**src/include/weld_stepper_defines.vh**
```
/*
 constants for the weld stepper and input routing block: register offsets,
 reset values, field positions and ranges. included by the rtl files.
*/
`ifndef WELD_STEPPER_DEFINES_VH
`define WELD_STEPPER_DEFINES_VH

`define WS_TALLY_MAX 14'd9999
`define WS_DRESS_DFLT 14'd9000
`define WS_NUM_STEPS 10
`define WS_HEAT_MAX 7'd99
`define WS_CUR_MAX 14'd9999
`define WS_PRI_SENS_MIN 11'd1260
`define WS_PRI_SENS_MAX 11'd1540
`define WS_PRI_SENS_DFLT 11'd1400
`define WS_SEC_SENS_MIN 8'd135
`define WS_SEC_SENS_MAX 8'd165
`define WS_SEC_SENS_DFLT 8'd150
`define WS_SCALE_MIN 7'd80
`define WS_SCALE_MAX 7'd120
`define WS_SCALE_DFLT 7'd100
`define WS_TURNS_MIN 8'd10
`define WS_TURNS_MAX 8'd255
`define WS_TURNS_DFLT 8'd50
`define WS_NUM_ERRS 32
`define WS_SEV_NONE 2'd0
`define WS_SEV_MINOR 2'd1
`define WS_SEV_MAJOR 2'd2
`define WS_TIP_DRESS_ERR 5'd31
`define WS_SRC_LOCAL 2'd0
`define WS_SRC_REMOTE1 2'd1
`define WS_SRC_REMOTE2 2'd2

`define WS_ADDR_CTRL 8'h00
`define WS_ADDR_TALLY 8'h04
`define WS_ADDR_DRESS 8'h08
`define WS_ADDR_PRI_SENS 8'h0c
`define WS_ADDR_SEC_SENS 8'h10
`define WS_ADDR_SCALE 8'h14
`define WS_ADDR_TURNS 8'h18
`define WS_ADDR_PI_ORIGIN 8'h1c
`define WS_ADDR_SIG_SRC 8'h20
`define WS_ADDR_STATUS 8'h24
`define WS_ADDR_SEV_BASE 8'h40
`define WS_ADDR_STEP_BASE 8'h80

`define WS_CTRL_EN_BIT 0
`define WS_CTRL_CLR_BIT 1
`define WS_STAT_DRESS_BIT 0
`define WS_STEP_CNT_OFF 2'd0
`define WS_STEP_HEAT_OFF 2'd1
`define WS_STEP_CUR_OFF 2'd2

`endif

```
**src/rtl/weld_stepper.v**
```verilog
/*
 weld stepper: weld tally, tip-dress error, ten-step linear heat/current
 ramp, calibration values, error severity map and input routing.
 assumes synchronous inputs, one weld pulse per weld, register port master.
*/
// Overview of operation
// - tally counts each delivered weld since the last stepper clear, up to 9999
// - tip-dress error raised when tally equals dress limit, default 9000
// - confirmed stepper clear forces the tally to zero
// - ten steps, each with count, heat and current; zero count means unused
// - added value rises or falls linearly per weld to full increment at step count
// - heat increment 0-99 percent added to phase shift of both welds
// - current increment 0-99.99 kA added to current of both welds
// - enabled: cc uses current only, phase uses heat only; disabled: none
// - each error has severity major, minor or none, default minor
// - hardwired: input origin local, signal source picks pi or local pin
// - origin remote 1 takes value from explicit network messages
// - signal source remote 2 uses implicit data, ignores function and origin
// - primary sensor sensitivity 1260-1540 mV/kA, default 1400
// - secondary sensor sensitivity 135-165 mV/kA, default 150
// - supply scale factor 0.80-1.20, default 1.00, held in hundredths
// - transformer turns ratio 10-255, default 50, used for current
`timescale 1ns/1ps
`include "weld_stepper_defines.vh"

module weld_stepper #(
  parameter NUM_STEPS = `WS_NUM_STEPS,
  parameter NUM_SIGS = 6
) (
  // clock and reset
  input wire i_sys_clk,
  input wire i_rst_n,
  // register port
  input wire [7:0] i_addr,
  input wire [31:0] i_wdata,
  input wire i_wr,
  input wire i_rd,
  output reg [31:0] o_rdata,
  // sequencer
  input wire i_weld_done,
  input wire i_clear_confirm,
  input wire i_sched_cc,
  input wire [6:0] i_base_heat,
  input wire [13:0] i_base_cur,
  input wire [4:0] i_err_code,
  output reg [7:0] o_heat_w1,
  output reg [7:0] o_heat_w2,
  output reg [14:0] o_cur_w1,
  output reg [14:0] o_cur_w2,
  output reg [21:0] o_prim_cur,
  output reg [1:0] o_err_severity,
  output reg o_tip_dress_err,
  // inputs to route
  input wire [NUM_SIGS-1:0] i_local_pin,
  input wire [NUM_SIGS-1:0] i_term_val,
  input wire [NUM_SIGS-1:0] i_explicit_val,
  input wire [NUM_SIGS-1:0] i_implicit_val,
  output reg [NUM_SIGS-1:0] o_routed
);
  localparam ST_IDLE = 2'b01;
  localparam ST_RAMP = 2'b10;

  reg [1:0] state_r;
  reg [13:0] tally_r;
  reg [13:0] dress_r;
  reg en_r;
  reg [10:0] pri_sens_r;
  reg [7:0] sec_sens_r;
  reg [6:0] scale_r;
  reg [7:0] turns_r;
  reg [2*NUM_SIGS-1:0] origin_r;
  reg [2*NUM_SIGS-1:0] sigsrc_r;
  reg [2*`WS_NUM_ERRS-1:0] sev_r;
  reg [13:0] step_cnt_r [0:NUM_STEPS-1];
  reg [6:0] step_heat_r [0:NUM_STEPS-1];
  reg [13:0] step_cur_r [0:NUM_STEPS-1];
  reg [3:0] step_idx_r;
  reg [13:0] in_step_r;
  reg [6:0] heat_add_r;
  reg [13:0] cur_add_r;

  wire [NUM_SIGS-1:0] routed;
  wire clear_req;
  wire [3:0] reg_idx;
  wire [1:0] reg_fld;
  reg [13:0] tally_nxt;
  reg [6:0] prev_heat;
  reg [13:0] prev_cur;
  reg [6:0] heat_diff;
  reg [13:0] cur_diff;
  reg [27:0] heat_prod;
  reg [27:0] cur_prod;
  reg [27:0] heat_quo;
  reg [27:0] cur_quo;
  reg [6:0] heat_lin;
  reg [13:0] cur_lin;
  wire [13:0] in_nxt;
  wire [22:0] prim_prod;
  integer k;

  assign reg_idx = i_addr[5:2];
  assign reg_fld = i_addr[7:6] == 2'b10 ? 2'd0 : (i_addr[7:6] == 2'b11 ? 2'd1 : 2'd3);
  assign clear_req = i_clear_confirm | (i_wr && i_addr == `WS_ADDR_CTRL && i_wdata[`WS_CTRL_CLR_BIT]);
  assign in_nxt = in_step_r + 14'd1;
  assign prim_prod = {8'd0, o_cur_w2} * {15'd0, turns_r};

  genvar g;
  generate
    for (g = 0; g < NUM_SIGS; g = g + 1) begin : g_route
      ws_input_route u_route (
        .i_pi_origin(origin_r[2*g+1:2*g]),
        .i_sig_remote2(sigsrc_r[2*g+1:2*g] == `WS_SRC_REMOTE2),
        .i_use_pi(sigsrc_r[2*g+1:2*g] != `WS_SRC_REMOTE1),
        .i_local_pin(i_local_pin[g]),
        .i_term_val(i_term_val[g]),
        .i_explicit_val(i_explicit_val[g]),
        .i_implicit_val(i_implicit_val[g]),
        .o_routed(routed[g])
      );
    end
  endgenerate

  // tally next value; clear wins over a weld in the same cycle, since it is a reset
  always @* begin
    tally_nxt = tally_r;
    if (clear_req) begin
      tally_nxt = 14'd0;
    end else if (i_weld_done && tally_r != `WS_TALLY_MAX) begin
      tally_nxt = tally_r + 14'd1;
    end
  end

  // linear ramp from previous step level toward this step's full increment
  always @* begin
    if (step_idx_r == 4'd0) begin
      prev_heat = 7'd0;
      prev_cur = 14'd0;
    end else begin
      prev_heat = step_heat_r[step_idx_r - 4'd1];
      prev_cur = step_cur_r[step_idx_r - 4'd1];
    end
    // magnitude of the change; a step may also lower the level
    heat_diff = (step_heat_r[step_idx_r] >= prev_heat) ?
                step_heat_r[step_idx_r] - prev_heat : prev_heat - step_heat_r[step_idx_r];
    cur_diff = (step_cur_r[step_idx_r] >= prev_cur) ?
               step_cur_r[step_idx_r] - prev_cur : prev_cur - step_cur_r[step_idx_r];
    heat_prod = {21'd0, heat_diff} * {14'd0, in_nxt};
    cur_prod = {14'd0, cur_diff} * {14'd0, in_nxt};
    heat_quo = 28'd0;
    cur_quo = 28'd0;
    // combinational divide: area traded for a same-cycle level per weld
    if (step_cnt_r[step_idx_r] != 14'd0) begin
      heat_quo = heat_prod / {14'd0, step_cnt_r[step_idx_r]};
      cur_quo = cur_prod / {14'd0, step_cnt_r[step_idx_r]};
    end
    // used only while in_nxt is below the count, so the quotient fits the change
    if (step_heat_r[step_idx_r] >= prev_heat) begin
      heat_lin = prev_heat + heat_quo[6:0];
    end else begin
      heat_lin = prev_heat - heat_quo[6:0];
    end
    if (step_cur_r[step_idx_r] >= prev_cur) begin
      cur_lin = prev_cur + cur_quo[13:0];
    end else begin
      cur_lin = prev_cur - cur_quo[13:0];
    end
  end

  // step tracking: advance when the in-step count hits the step count
  always @(posedge i_sys_clk or negedge i_rst_n) begin
    if (!i_rst_n) begin
      state_r <= ST_IDLE;
      step_idx_r <= 4'd0;
      in_step_r <= 14'd0;
      heat_add_r <= 7'd0;
      cur_add_r <= 14'd0;
    end else begin
      case (state_r)
        ST_IDLE: begin
          if (step_cnt_r[0] != 14'd0) begin
            state_r <= ST_RAMP;
          end
        end
        ST_RAMP: begin
          if (clear_req) begin
            step_idx_r <= 4'd0;
            in_step_r <= 14'd0;
            heat_add_r <= 7'd0;
            cur_add_r <= 14'd0;
          end else if (i_weld_done) begin
            if (in_nxt >= step_cnt_r[step_idx_r]) begin
              heat_add_r <= step_heat_r[step_idx_r];
              cur_add_r <= step_cur_r[step_idx_r];
              // a zero-count step ends the list; last level is held
              if (step_idx_r != NUM_STEPS - 1 && step_cnt_r[step_idx_r + 4'd1] != 14'd0) begin
                step_idx_r <= step_idx_r + 4'd1;
                in_step_r <= 14'd0;
              end else begin
                in_step_r <= step_cnt_r[step_idx_r];
              end
            end else begin
              in_step_r <= in_nxt;
              heat_add_r <= heat_lin;
              cur_add_r <= cur_lin;
            end
          end
        end
        default: state_r <= ST_IDLE;
      endcase
    end
  end

  // registers and tally
  always @(posedge i_sys_clk or negedge i_rst_n) begin
    if (!i_rst_n) begin
      tally_r <= 14'd0;
      dress_r <= `WS_DRESS_DFLT;
      en_r <= 1'b0;
      pri_sens_r <= `WS_PRI_SENS_DFLT;
      sec_sens_r <= `WS_SEC_SENS_DFLT;
      scale_r <= `WS_SCALE_DFLT;
      turns_r <= `WS_TURNS_DFLT;
      origin_r <= {2*NUM_SIGS{1'b0}};
      sigsrc_r <= {2*NUM_SIGS{1'b0}};
      for (k = 0; k < `WS_NUM_ERRS; k = k + 1) begin
        sev_r[2*k +: 2] <= `WS_SEV_MINOR;
      end
      for (k = 0; k < NUM_STEPS; k = k + 1) begin
        step_cnt_r[k] <= 14'd0;
        step_heat_r[k] <= 7'd0;
        step_cur_r[k] <= 14'd0;
      end
    end else begin
      tally_r <= tally_nxt;
      if (i_wr) begin
        case (i_addr)
          `WS_ADDR_CTRL: en_r <= i_wdata[`WS_CTRL_EN_BIT];
          `WS_ADDR_DRESS: if (i_wdata[13:0] <= `WS_TALLY_MAX) dress_r <= i_wdata[13:0];
          // out-of-range values are ignored, old setting kept
          `WS_ADDR_PRI_SENS: if (i_wdata[10:0] >= `WS_PRI_SENS_MIN &&
                                 i_wdata[10:0] <= `WS_PRI_SENS_MAX &&
                                 i_wdata[31:11] == 21'd0) pri_sens_r <= i_wdata[10:0];
          `WS_ADDR_SEC_SENS: if (i_wdata[7:0] >= `WS_SEC_SENS_MIN &&
                                 i_wdata[7:0] <= `WS_SEC_SENS_MAX &&
                                 i_wdata[31:8] == 24'd0) sec_sens_r <= i_wdata[7:0];
          `WS_ADDR_SCALE: if (i_wdata[6:0] >= `WS_SCALE_MIN && i_wdata[6:0] <= `WS_SCALE_MAX &&
                              i_wdata[31:7] == 25'd0) scale_r <= i_wdata[6:0];
          `WS_ADDR_TURNS: if (i_wdata[7:0] >= `WS_TURNS_MIN &&
                              i_wdata[31:8] == 24'd0) turns_r <= i_wdata[7:0];
          `WS_ADDR_PI_ORIGIN: origin_r <= i_wdata[2*NUM_SIGS-1:0];
          `WS_ADDR_SIG_SRC: sigsrc_r <= i_wdata[2*NUM_SIGS-1:0];
          default: begin
            if (i_addr[7:6] == 2'b01) begin
              sev_r <= sev_r;
              for (k = 0; k < 16; k = k + 1) begin
                if (i_addr[5:2] < 4'd2 && i_wdata[2*k +: 2] != 2'd3) begin
                  sev_r[32*i_addr[2] + 2*k +: 2] <= i_wdata[2*k +: 2];
                end
              end
            end else if (i_addr[7] && reg_idx < NUM_STEPS) begin
              if (i_addr[7:6] == 2'b10 && i_wdata[13:0] <= `WS_TALLY_MAX) begin
                step_cnt_r[reg_idx] <= i_wdata[13:0];
              end else if (i_addr[7:6] == 2'b11) begin
                if (i_wdata[6:0] <= `WS_HEAT_MAX) step_heat_r[reg_idx] <= i_wdata[6:0];
                if (i_wdata[29:16] <= `WS_CUR_MAX) step_cur_r[reg_idx] <= i_wdata[29:16];
              end
            end
          end
        endcase
      end
    end
  end

  // outputs: increments applied per schedule mode
  always @(posedge i_sys_clk or negedge i_rst_n) begin
    if (!i_rst_n) begin
      o_heat_w1 <= 8'd0;
      o_heat_w2 <= 8'd0;
      o_cur_w1 <= 15'd0;
      o_cur_w2 <= 15'd0;
      o_prim_cur <= 22'd0;
      o_err_severity <= `WS_SEV_MINOR;
      o_tip_dress_err <= 1'b0;
      o_routed <= {NUM_SIGS{1'b0}};
      o_rdata <= 32'h0000_0000;
    end else begin
      o_heat_w1 <= {1'b0, i_base_heat} + ((en_r && !i_sched_cc) ? {1'b0, heat_add_r} : 8'd0);
      o_heat_w2 <= {1'b0, i_base_heat} + ((en_r && !i_sched_cc) ? {1'b0, heat_add_r} : 8'd0);
      o_cur_w1 <= {1'b0, i_base_cur} + ((en_r && i_sched_cc) ? {1'b0, cur_add_r} : 15'd0);
      o_cur_w2 <= {1'b0, i_base_cur} + ((en_r && i_sched_cc) ? {1'b0, cur_add_r} : 15'd0);
      // wraps above 22 bits only at extreme current and turns together
      o_prim_cur <= prim_prod[21:0];
      o_err_severity <= sev_r[2*i_err_code +: 2];
      o_tip_dress_err <= (tally_r == dress_r);
      o_routed <= routed;
      o_rdata <= 32'h0000_0000;
      if (i_rd) begin
        case (i_addr)
          `WS_ADDR_CTRL: o_rdata <= {31'd0, en_r};
          `WS_ADDR_TALLY: o_rdata <= {18'd0, tally_r};
          `WS_ADDR_DRESS: o_rdata <= {18'd0, dress_r};
          `WS_ADDR_PRI_SENS: o_rdata <= {21'd0, pri_sens_r};
          `WS_ADDR_SEC_SENS: o_rdata <= {24'd0, sec_sens_r};
          `WS_ADDR_SCALE: o_rdata <= {25'd0, scale_r};
          `WS_ADDR_TURNS: o_rdata <= {24'd0, turns_r};
          `WS_ADDR_PI_ORIGIN: o_rdata <= {{(32-2*NUM_SIGS){1'b0}}, origin_r};
          `WS_ADDR_SIG_SRC: o_rdata <= {{(32-2*NUM_SIGS){1'b0}}, sigsrc_r};
          `WS_ADDR_STATUS: o_rdata <= {6'd0, cur_add_r, heat_add_r, step_idx_r, o_tip_dress_err};
          default: begin
            if (i_addr[7:6] == 2'b01 && i_addr[5:3] == 3'd0) begin
              o_rdata <= sev_r[32*i_addr[2] +: 32];
            end else if (i_addr[7] && reg_idx < NUM_STEPS) begin
              if (reg_fld == 2'd0) o_rdata <= {18'd0, step_cnt_r[reg_idx]};
              else o_rdata <= {2'd0, step_cur_r[reg_idx], 9'd0, step_heat_r[reg_idx]};
            end
          end
        endcase
      end
    end
  end
endmodule // weld_stepper

```
**src/rtl/ws_input_route.v**
```verilog
/*
 one routed input: picks local terminal, explicit remote value or implicit
 network data. assumes all inputs synchronous to the system clock.
*/
`timescale 1ns/1ps
`include "weld_stepper_defines.vh"

module ws_input_route (
  // selections
  input wire [1:0] i_pi_origin,
  input wire i_sig_remote2,
  input wire i_use_pi,
  // sources
  input wire i_local_pin,
  input wire i_term_val,
  input wire i_explicit_val,
  input wire i_implicit_val,
  // result
  output wire o_routed
);
  wire pi_val;
  // pi value from terminal or explicit message
  assign pi_val = (i_pi_origin == `WS_SRC_REMOTE1) ? i_explicit_val : i_term_val;
  // implicit data overrides function and origin
  assign o_routed = i_sig_remote2 ? i_implicit_val :
                    (i_use_pi ? pi_val : i_local_pin);
endmodule // ws_input_route

```
**config.mk**
```make
export PLATFORM = sky130hd
export DESIGN_NAME = weld_stepper
export DESIGN_NICKNAME = d
export VERILOG_FILES = /design/src/rtl/weld_stepper.v /design/src/rtl/ws_input_route.v
export VERILOG_INCLUDE_DIRS = /design/src /design/src/include
export SDC_FILE = /design/constraint.sdc
export NUM_CORES = 2
export LEC_CHECK = 0
export ABC_AREA = 1
export BUFFER_PORTS_ARGS = -buffer_cell sky130_fd_sc_hd__buf_2
export CAP_MARGIN = 20
export CORE_ASPECT_RATIO = 1.75
export CORE_MARGIN = 4
export CORE_UTILIZATION = 63
export CTS_BUF_LIST = sky130_fd_sc_hd__clkbuf_8
export DETAILED_ROUTE_END_ITERATION = 10
export PLACE_DENSITY = 0.9
export SYNTH_ARGS = -nofsm -noshare
export SYNTH_HDL_FRONTEND = slang
export SYNTH_SLANG_ARGS = --single-unit
```
**constraint.sdc**
```tcl
create_clock -name i_sys_clk -period 159.3 [get_ports i_sys_clk]
set_clock_uncertainty 0.2 [all_clocks]
set_input_delay 15.93 -clock i_sys_clk [delete_from_list [all_inputs] [get_ports i_sys_clk]]
set_output_delay 15.93 -clock i_sys_clk [all_outputs]
set_load 0.01 [all_outputs]
```
# After elaboration in Yosys (flattened, before gate mapping)
# Index checks and enable logic that the tools add are counted.
# totals
input_bits	97
register_bits	628
out_inout_bits	109
word_cells	445
# op_classes
eq_ne	52
mul	3
muxes	164
n_shift	34
reduce_logical	64
n_bitwise	9
addsub	45
n_lt_le_gt_ge	20
div	2
# op_table
operator	n
$mux 64	61
$bwmux 64	16
$shift 2x34->64 const A	16
$shiftx 2x34->64	16
$neg 7->34	15
$mux 14	27
$bmux 14 s4	6
$pmux 32 s10	1
$bwmux 140	2
$mux 7	15
$bmux 7 s4	3
$bwmux 70	1
$mux 32	2
$shiftx 64x7->2	1
$shiftx 64x7->32	1
$mux 30	2
$add 6x5->7 const B	8
$demux 14 s4	1
$reduce_bool 14->1	3
$sub 14x14->14	3
$ne 2x2->1 const B	17
$neg 6->34	1
$logic_and 1x1->1	33
$eq 8x5->1 const B	4
other kinds (62)	138

# Depth between registers and ports, before layout
# logic_depth
ltp_word	79
mapped_depth	593
ltp_nobuf	547

# Modules after synthesis
# A second synthesis with hierarchy kept.
# hier_totals
cells_unflattened	12477
area_unflattened_um2	84532.3
# by_module_without_submodules
mod	instances	cells_each	area_each_um2	seq_area_each_um2
weld_stepper	1	12405	84179.5	15783.9
ws_input_route	6	12	58.8	0.0

# Least setup slack after synthesis
# OpenSTA, ideal clock, no wires.
# synth_path
path_kind	register -> register
from	register step_idx_r[0]
to	register cur_add_r[13]
setup_slack_ns	79.256
period_less_slack_ns	80.044
arrival_time_ns	79.727
required_ns	158.984
path_stages_with_launch	570
path_buffers	48
setup_time_ns	0.116
cell_sequence	dfrtp_1 inv_2 buf_6 buf_2 clkbuf_1 clkbuf_1 clkbuf_1 clkbuf_1 buf_1 ha_1 clkbuf_1 inv_1 clkbuf_1 clkbuf_1 clkbuf_1 clkbuf_1 clkbuf_1 a21oi_1 [... 534 more ...] a21oi_1 o21bai_1 a21oi_1 o21bai_1 nand2_1 nand2_1 a21oi_1 nor2_1 nand3_1 nand2_1 nand2_1 nand2_1 nand2_1 nand2_1 nand3_1 nand3_1 nand2_1 nand2_1
# synth_via
elab_chain_cells	16
elab_cells_between_ends	29
cone_classes	5 x add/sub; 1 x mul; 1 x div; 2 x order compare; 16 x mux; 2 x bitwise; 2 x reduce/logical
# synth_rtl
item	line	text
start, declared	weld_stepper.v:77	reg [3:0] step_idx_r;
start signal, assigned	weld_stepper.v:196	step_idx_r <= step_idx_r + 4'd1;
$sub 4x1->4	weld_stepper.v:140	prev_cur = step_cur_r[step_idx_r - 4'd1];
$not 4->5 (not written as such)	weld_stepper.v:140	
$bmux 14 s4	weld_stepper.v:140	
$mux 14 (not written as such) (2 in series)	weld_stepper.v:140	
$mux 14	weld_stepper.v:135	if (step_idx_r == 4'd0) begin
$sub 14x14->14 or $ge 14x14->1 (tied branches)	weld_stepper.v:146, weld_stepper.v:145, weld_stepper.v:162	
$mux 14	weld_stepper.v:145	cur_diff = (step_cur_r[step_idx_r] >= prev_cur) ?
$mul 14x14->28	weld_stepper.v:148	cur_prod = {14'd0, cur_diff} * {14'd0, in_nxt};
$div 28x14->28	weld_stepper.v:154	cur_quo = cur_prod / {14'd0, step_cnt_r[step_idx_r]};
$mux 14	weld_stepper.v:152	if (step_cnt_r[step_idx_r] != 14'd0) begin
$sub 14x14->14 or $add 14x14->14 (tied branches)	weld_stepper.v:165, weld_stepper.v:163	
$mux 14	weld_stepper.v:162	if (step_cur_r[step_idx_r] >= prev_cur) begin
$mux 14 (*)	weld_stepper.v:191	if (in_nxt >= step_cnt_r[step_idx_r]) begin
$mux 14 (*)	weld_stepper.v:190	end else if (i_weld_done) begin
$mux 14 (*)	weld_stepper.v:185	if (clear_req) begin
end signal, assigned	weld_stepper.v:193	cur_add_r <= step_cur_r[step_idx_r];
end signal, assigned	weld_stepper.v:204	cur_add_r <= cur_lin;
end, declared	weld_stepper.v:80	reg [13:0] cur_add_r;
# Every way passes the cells marked *; elsewhere a longest branch is shown, timed or not. The select of a mux whose other input is x is not followed.
# A chain may end at the register's enable or synchronous reset.

# Worst setup path after layout
# layout_path
from	register step_idx_r[1]
to	register cur_add_r[11]
# The elaborated chain is that of the path after synthesis.

==> flow_metrics.tcl <==
set metrics [dict create \
    outcome "complete, but fails checks" \
    violations "design-rule violations" \
    synthMuxAreaShare_pct 0.02362 \
    firstDrtPassIters 11 \
    nets 13740 \
    cts_buffers 100 \
    die_w_microns 285.2 \
    grt_overflow 0 \
    yosys_warnings 0 \
    hold_violations 0 \
    dieArea_sq_um 140700 \
    async_reset_ff_share_pct 100.0 \
    area_delta_synth_final_pct 5.430 \
    syn-cell-area_sq_um 84750 \
    synth_xor_xnor_area_share_pct 6.046 \
    rr_worst_depth 535 \
    whs_ns 0.2674 \
    fp.coreArea_sq_um 133300 \
    slew_headroom_pct 17.09 \
    r2r_start "step_idx_r[1]" \
    grt_use_total_pct 45.82 \
    finalMaxSlewViolations 0 \
    fmax_ghz 0.01126 \
    regArea_sq_um 15790 \
    post_cts_buffers 0 \
    setup_viol 0 \
    whs_endpoint "scale_r[6]" \
    startpoint "step_idx_r[1]" \
    tns_ns 0 \
    path_class "reg2reg" \
    start_util_pct 63.56 \
    root_buffer "clkbuf_8" \
    io_buffer_count 205 \
    post_synth_fa_ha_maj_area_fraction_pct 19.62 \
    synth_flop_cell "dfrtp_1" \
    hold_start "scale_r[6]" \
    synth.avg_cell_area_sq_um 6.773 \
    layout-drive-gt1-share_pct 8.052 \
    via_per_inst 6.284 \
    crit_top_cell "nand2_1" \
    cts_tree "built" \
    synthSimpleGateAreaFrac_pct 25.87 \
    layout_setup_ws_ns 70.47 \
    n_fill_cell 11910 \
    synth-edff-count 0 \
    place_area_sq_um 86830 \
    drv_cap 0 \
    crit_path_max_fanout 50 \
    wl_mm 332.0 \
    grt_pass1_vias 89170 \
    period_share_pct 55.76 \
    cts.path.max_buffers 3 \
    ios 206 \
    r2r_end "cur_add_r[11]" \
    grt_pass1_wl_mm 501.4 \
    post-route-min-period_ns 88.83 \
    grt_start_max_net_pins 207 \
    seq_area_frac_synth_pct 18.63 \
    cts_hold_buf 0 \
    hold_path_depth 2 \
    core.rowCount 177 \
    dp_worst_setup_slack_ns 72.06 \
    multi_input_area_sq_um 60060 \
    route.vias.total 90370 \
    cp-end-kind "register" \
    r2r_slack_ns 70.47 \
    post_synth_num_cell_types 87 \
    die-height_microns 493.2 \
    clock-sinks 628 \
    antenna_found_initial 46 \
    ys_seq_elements 628 \
    final_area_sq_um 89350 \
    max_stage_delay_ns 0.66 \
    slowest_stage "xor2_1" \
    start_kind "register" \
    synth_compound_area_share_pct 19.21 \
    place.gp.congestion 1.065 \
    worstPathArrival_ns 89.32 \
    path_clk_slew_ns 0.07 \
    grt_setup_unrepaired "no" \
    hold_path.class "reg2reg" \
    synth_top_family_by_area "simple AND/OR/NAND/NOR gates" \
    syn_inst 12510 \
    drc_errors 2 \
    worstPathRequired_ns 159.79 \
    ant_nets 0 \
    drt_iter0_markers 9632 \
    worst_slew_pin_slew_ns 1.236 \
    cts_htree_levels 3 \
    wire_per_inst_microns 23.09 \
    cts_resized 0 \
    hpwl_mm 257.1 \
    clk_latency_ns 0.88 \
]
flip-flops by register name, summed over array words and instances, names as in the netlist, 15 cells and up:
signal       count
o_cur_w2        15
step_cur_r     140
step_heat_r     70
o_rdata         32
sev_r           64
o_prim_cur      22
step_cnt_r     140
cell usage in the layout, fill, tap and decap left out, drive strengths merged, types with 52 or more instances in the layout:
cell	n
a21o	85
a21oi	794
a22oi	81
buf	339
clkbuf	129
clkinv	60
dfrtp	573
dfstp	55
fa	285
ha	873
inv	1773
nand2	3151
nand3	616
nand4	126
nor2	857
nor3	130
o211ai	52
o21ai	1334
o21bai	77
o22ai	84
or2	72
xnor2	214
xor2	371
area by class of cell:
class | count | share of cell area (%)
multi-input cells | 9629 | 67.22
flip-flops and latches | 628 | 17.67
inverters | 1780 | 7.516
repair buffers | 343 | 2.561
well taps | 1790 | 2.507
clock buffers | 127 | 1.956
clock inverters | 62 | 0.5125
diodes | 21 | 0.05882
critical path: cells and delay by family (launching register included):
family	cells	cell delay, ns
AOI/OAI and AO/OA	206	36.58
adders and majority gates	38	13.23
xor gates and xnor gates	1	0.66
and+or+nand+nor	193	24.32
buffers and inverters	97	12.94
DFF	1	0.41
stage by stage:
stage          utilization (%)  instances
2_1_floorplan                -      12520
3_3_place_gp             65.10      14160
3_5_place_dp             65.13      14160
4_1_cts                  66.78      14350
5_1_grt                  66.98      14360
6_report                 67.02      14380
metal layers:
metal | track usage, % | vias to the layer above | wire length [microns]
met1 | 48.47 | 41940 | 109700
met3 | 13.92 | 1919 | 37050
met5 | 0 | - | 202
met4 | 35.89 | 32 | 32980
met2 | 76.03 | 5322 | 152100
li1 | - | 41160 | -
cell families (layout without fill, tap and decap cells):
kind of cell / Yosys count / after routing
adder cells (fa/ha/maj): 1158 / 1158
AO/OA/AOI/OAI: 2842 / 2842
XOR/XNOR: 585 / 585
flip-flops: 628 / 628
other: 1 / 28
multiplexers: 2 / 2
buffers and inverters: 2261 / 2312
AND/OR/NAND/NOR: 5035 / 5035
synthesized netlist by cell type (all sizes together), types with 8 or more instances:
cell | number | area [sq um]
a211oi | 46 | 345.3
a21o | 85 | 639.4
a21oi | 794 | 4038
a221o | 12 | 120.1
a221oi | 42 | 367.9
a22oi | 81 | 608.1
a311oi | 8 | 70.07
a31oi | 20 | 125.1
and2 | 12 | 76.33
buf | 98 | 807.0
clkbuf | 382 | 1453
clkinv | 45 | 177.7
dfrtp | 573 | 14340
dfstp | 55 | 1445
fa | 285 | 5705
ha | 873 | 10920
inv | 1735 | 6530
nand2 | 3151 | 12270
nand3 | 616 | 3633
nand3b | 28 | 210.2
nand4 | 126 | 819.5
nor2 | 857 | 3537
nor3 | 130 | 650.6
nor4 | 28 | 175.2
o2111ai | 33 | 289.0
o211ai | 52 | 390.4
o21a | 26 | 195.2
o21ai | 1334 | 6733
o21bai | 77 | 581.8
o221ai | 45 | 394.1
o22ai | 84 | 525.5
o311ai | 32 | 280.3
o31ai | 38 | 285.3
or2 | 72 | 450.4
xnor2 | 214 | 1874
xor2 | 371 | 3249
worst max-delay path by stage:
| stage | endpoint | slack [ns] | cells after the start |
|---|---|---|---|
| 2_1_floorplan | cur_add_r[13] | 79.26 | 569 |
| 3_3_place_gp | cur_add_r[13] | 74.40 | 529 |
| 3_5_place_dp | cur_add_r[11] | 72.06 | 532 |
| 4_1_cts | cur_add_r[11] | 71.91 | 533 |
| 5_1_grt | cur_add_r[13] | 61.09 | 534 |
| 6_report | cur_add_r[11] | 70.47 | 535 |
Power is not shown: default switching activity piles up to over one toggle a cycle in this logic, so the estimate is an artifact.
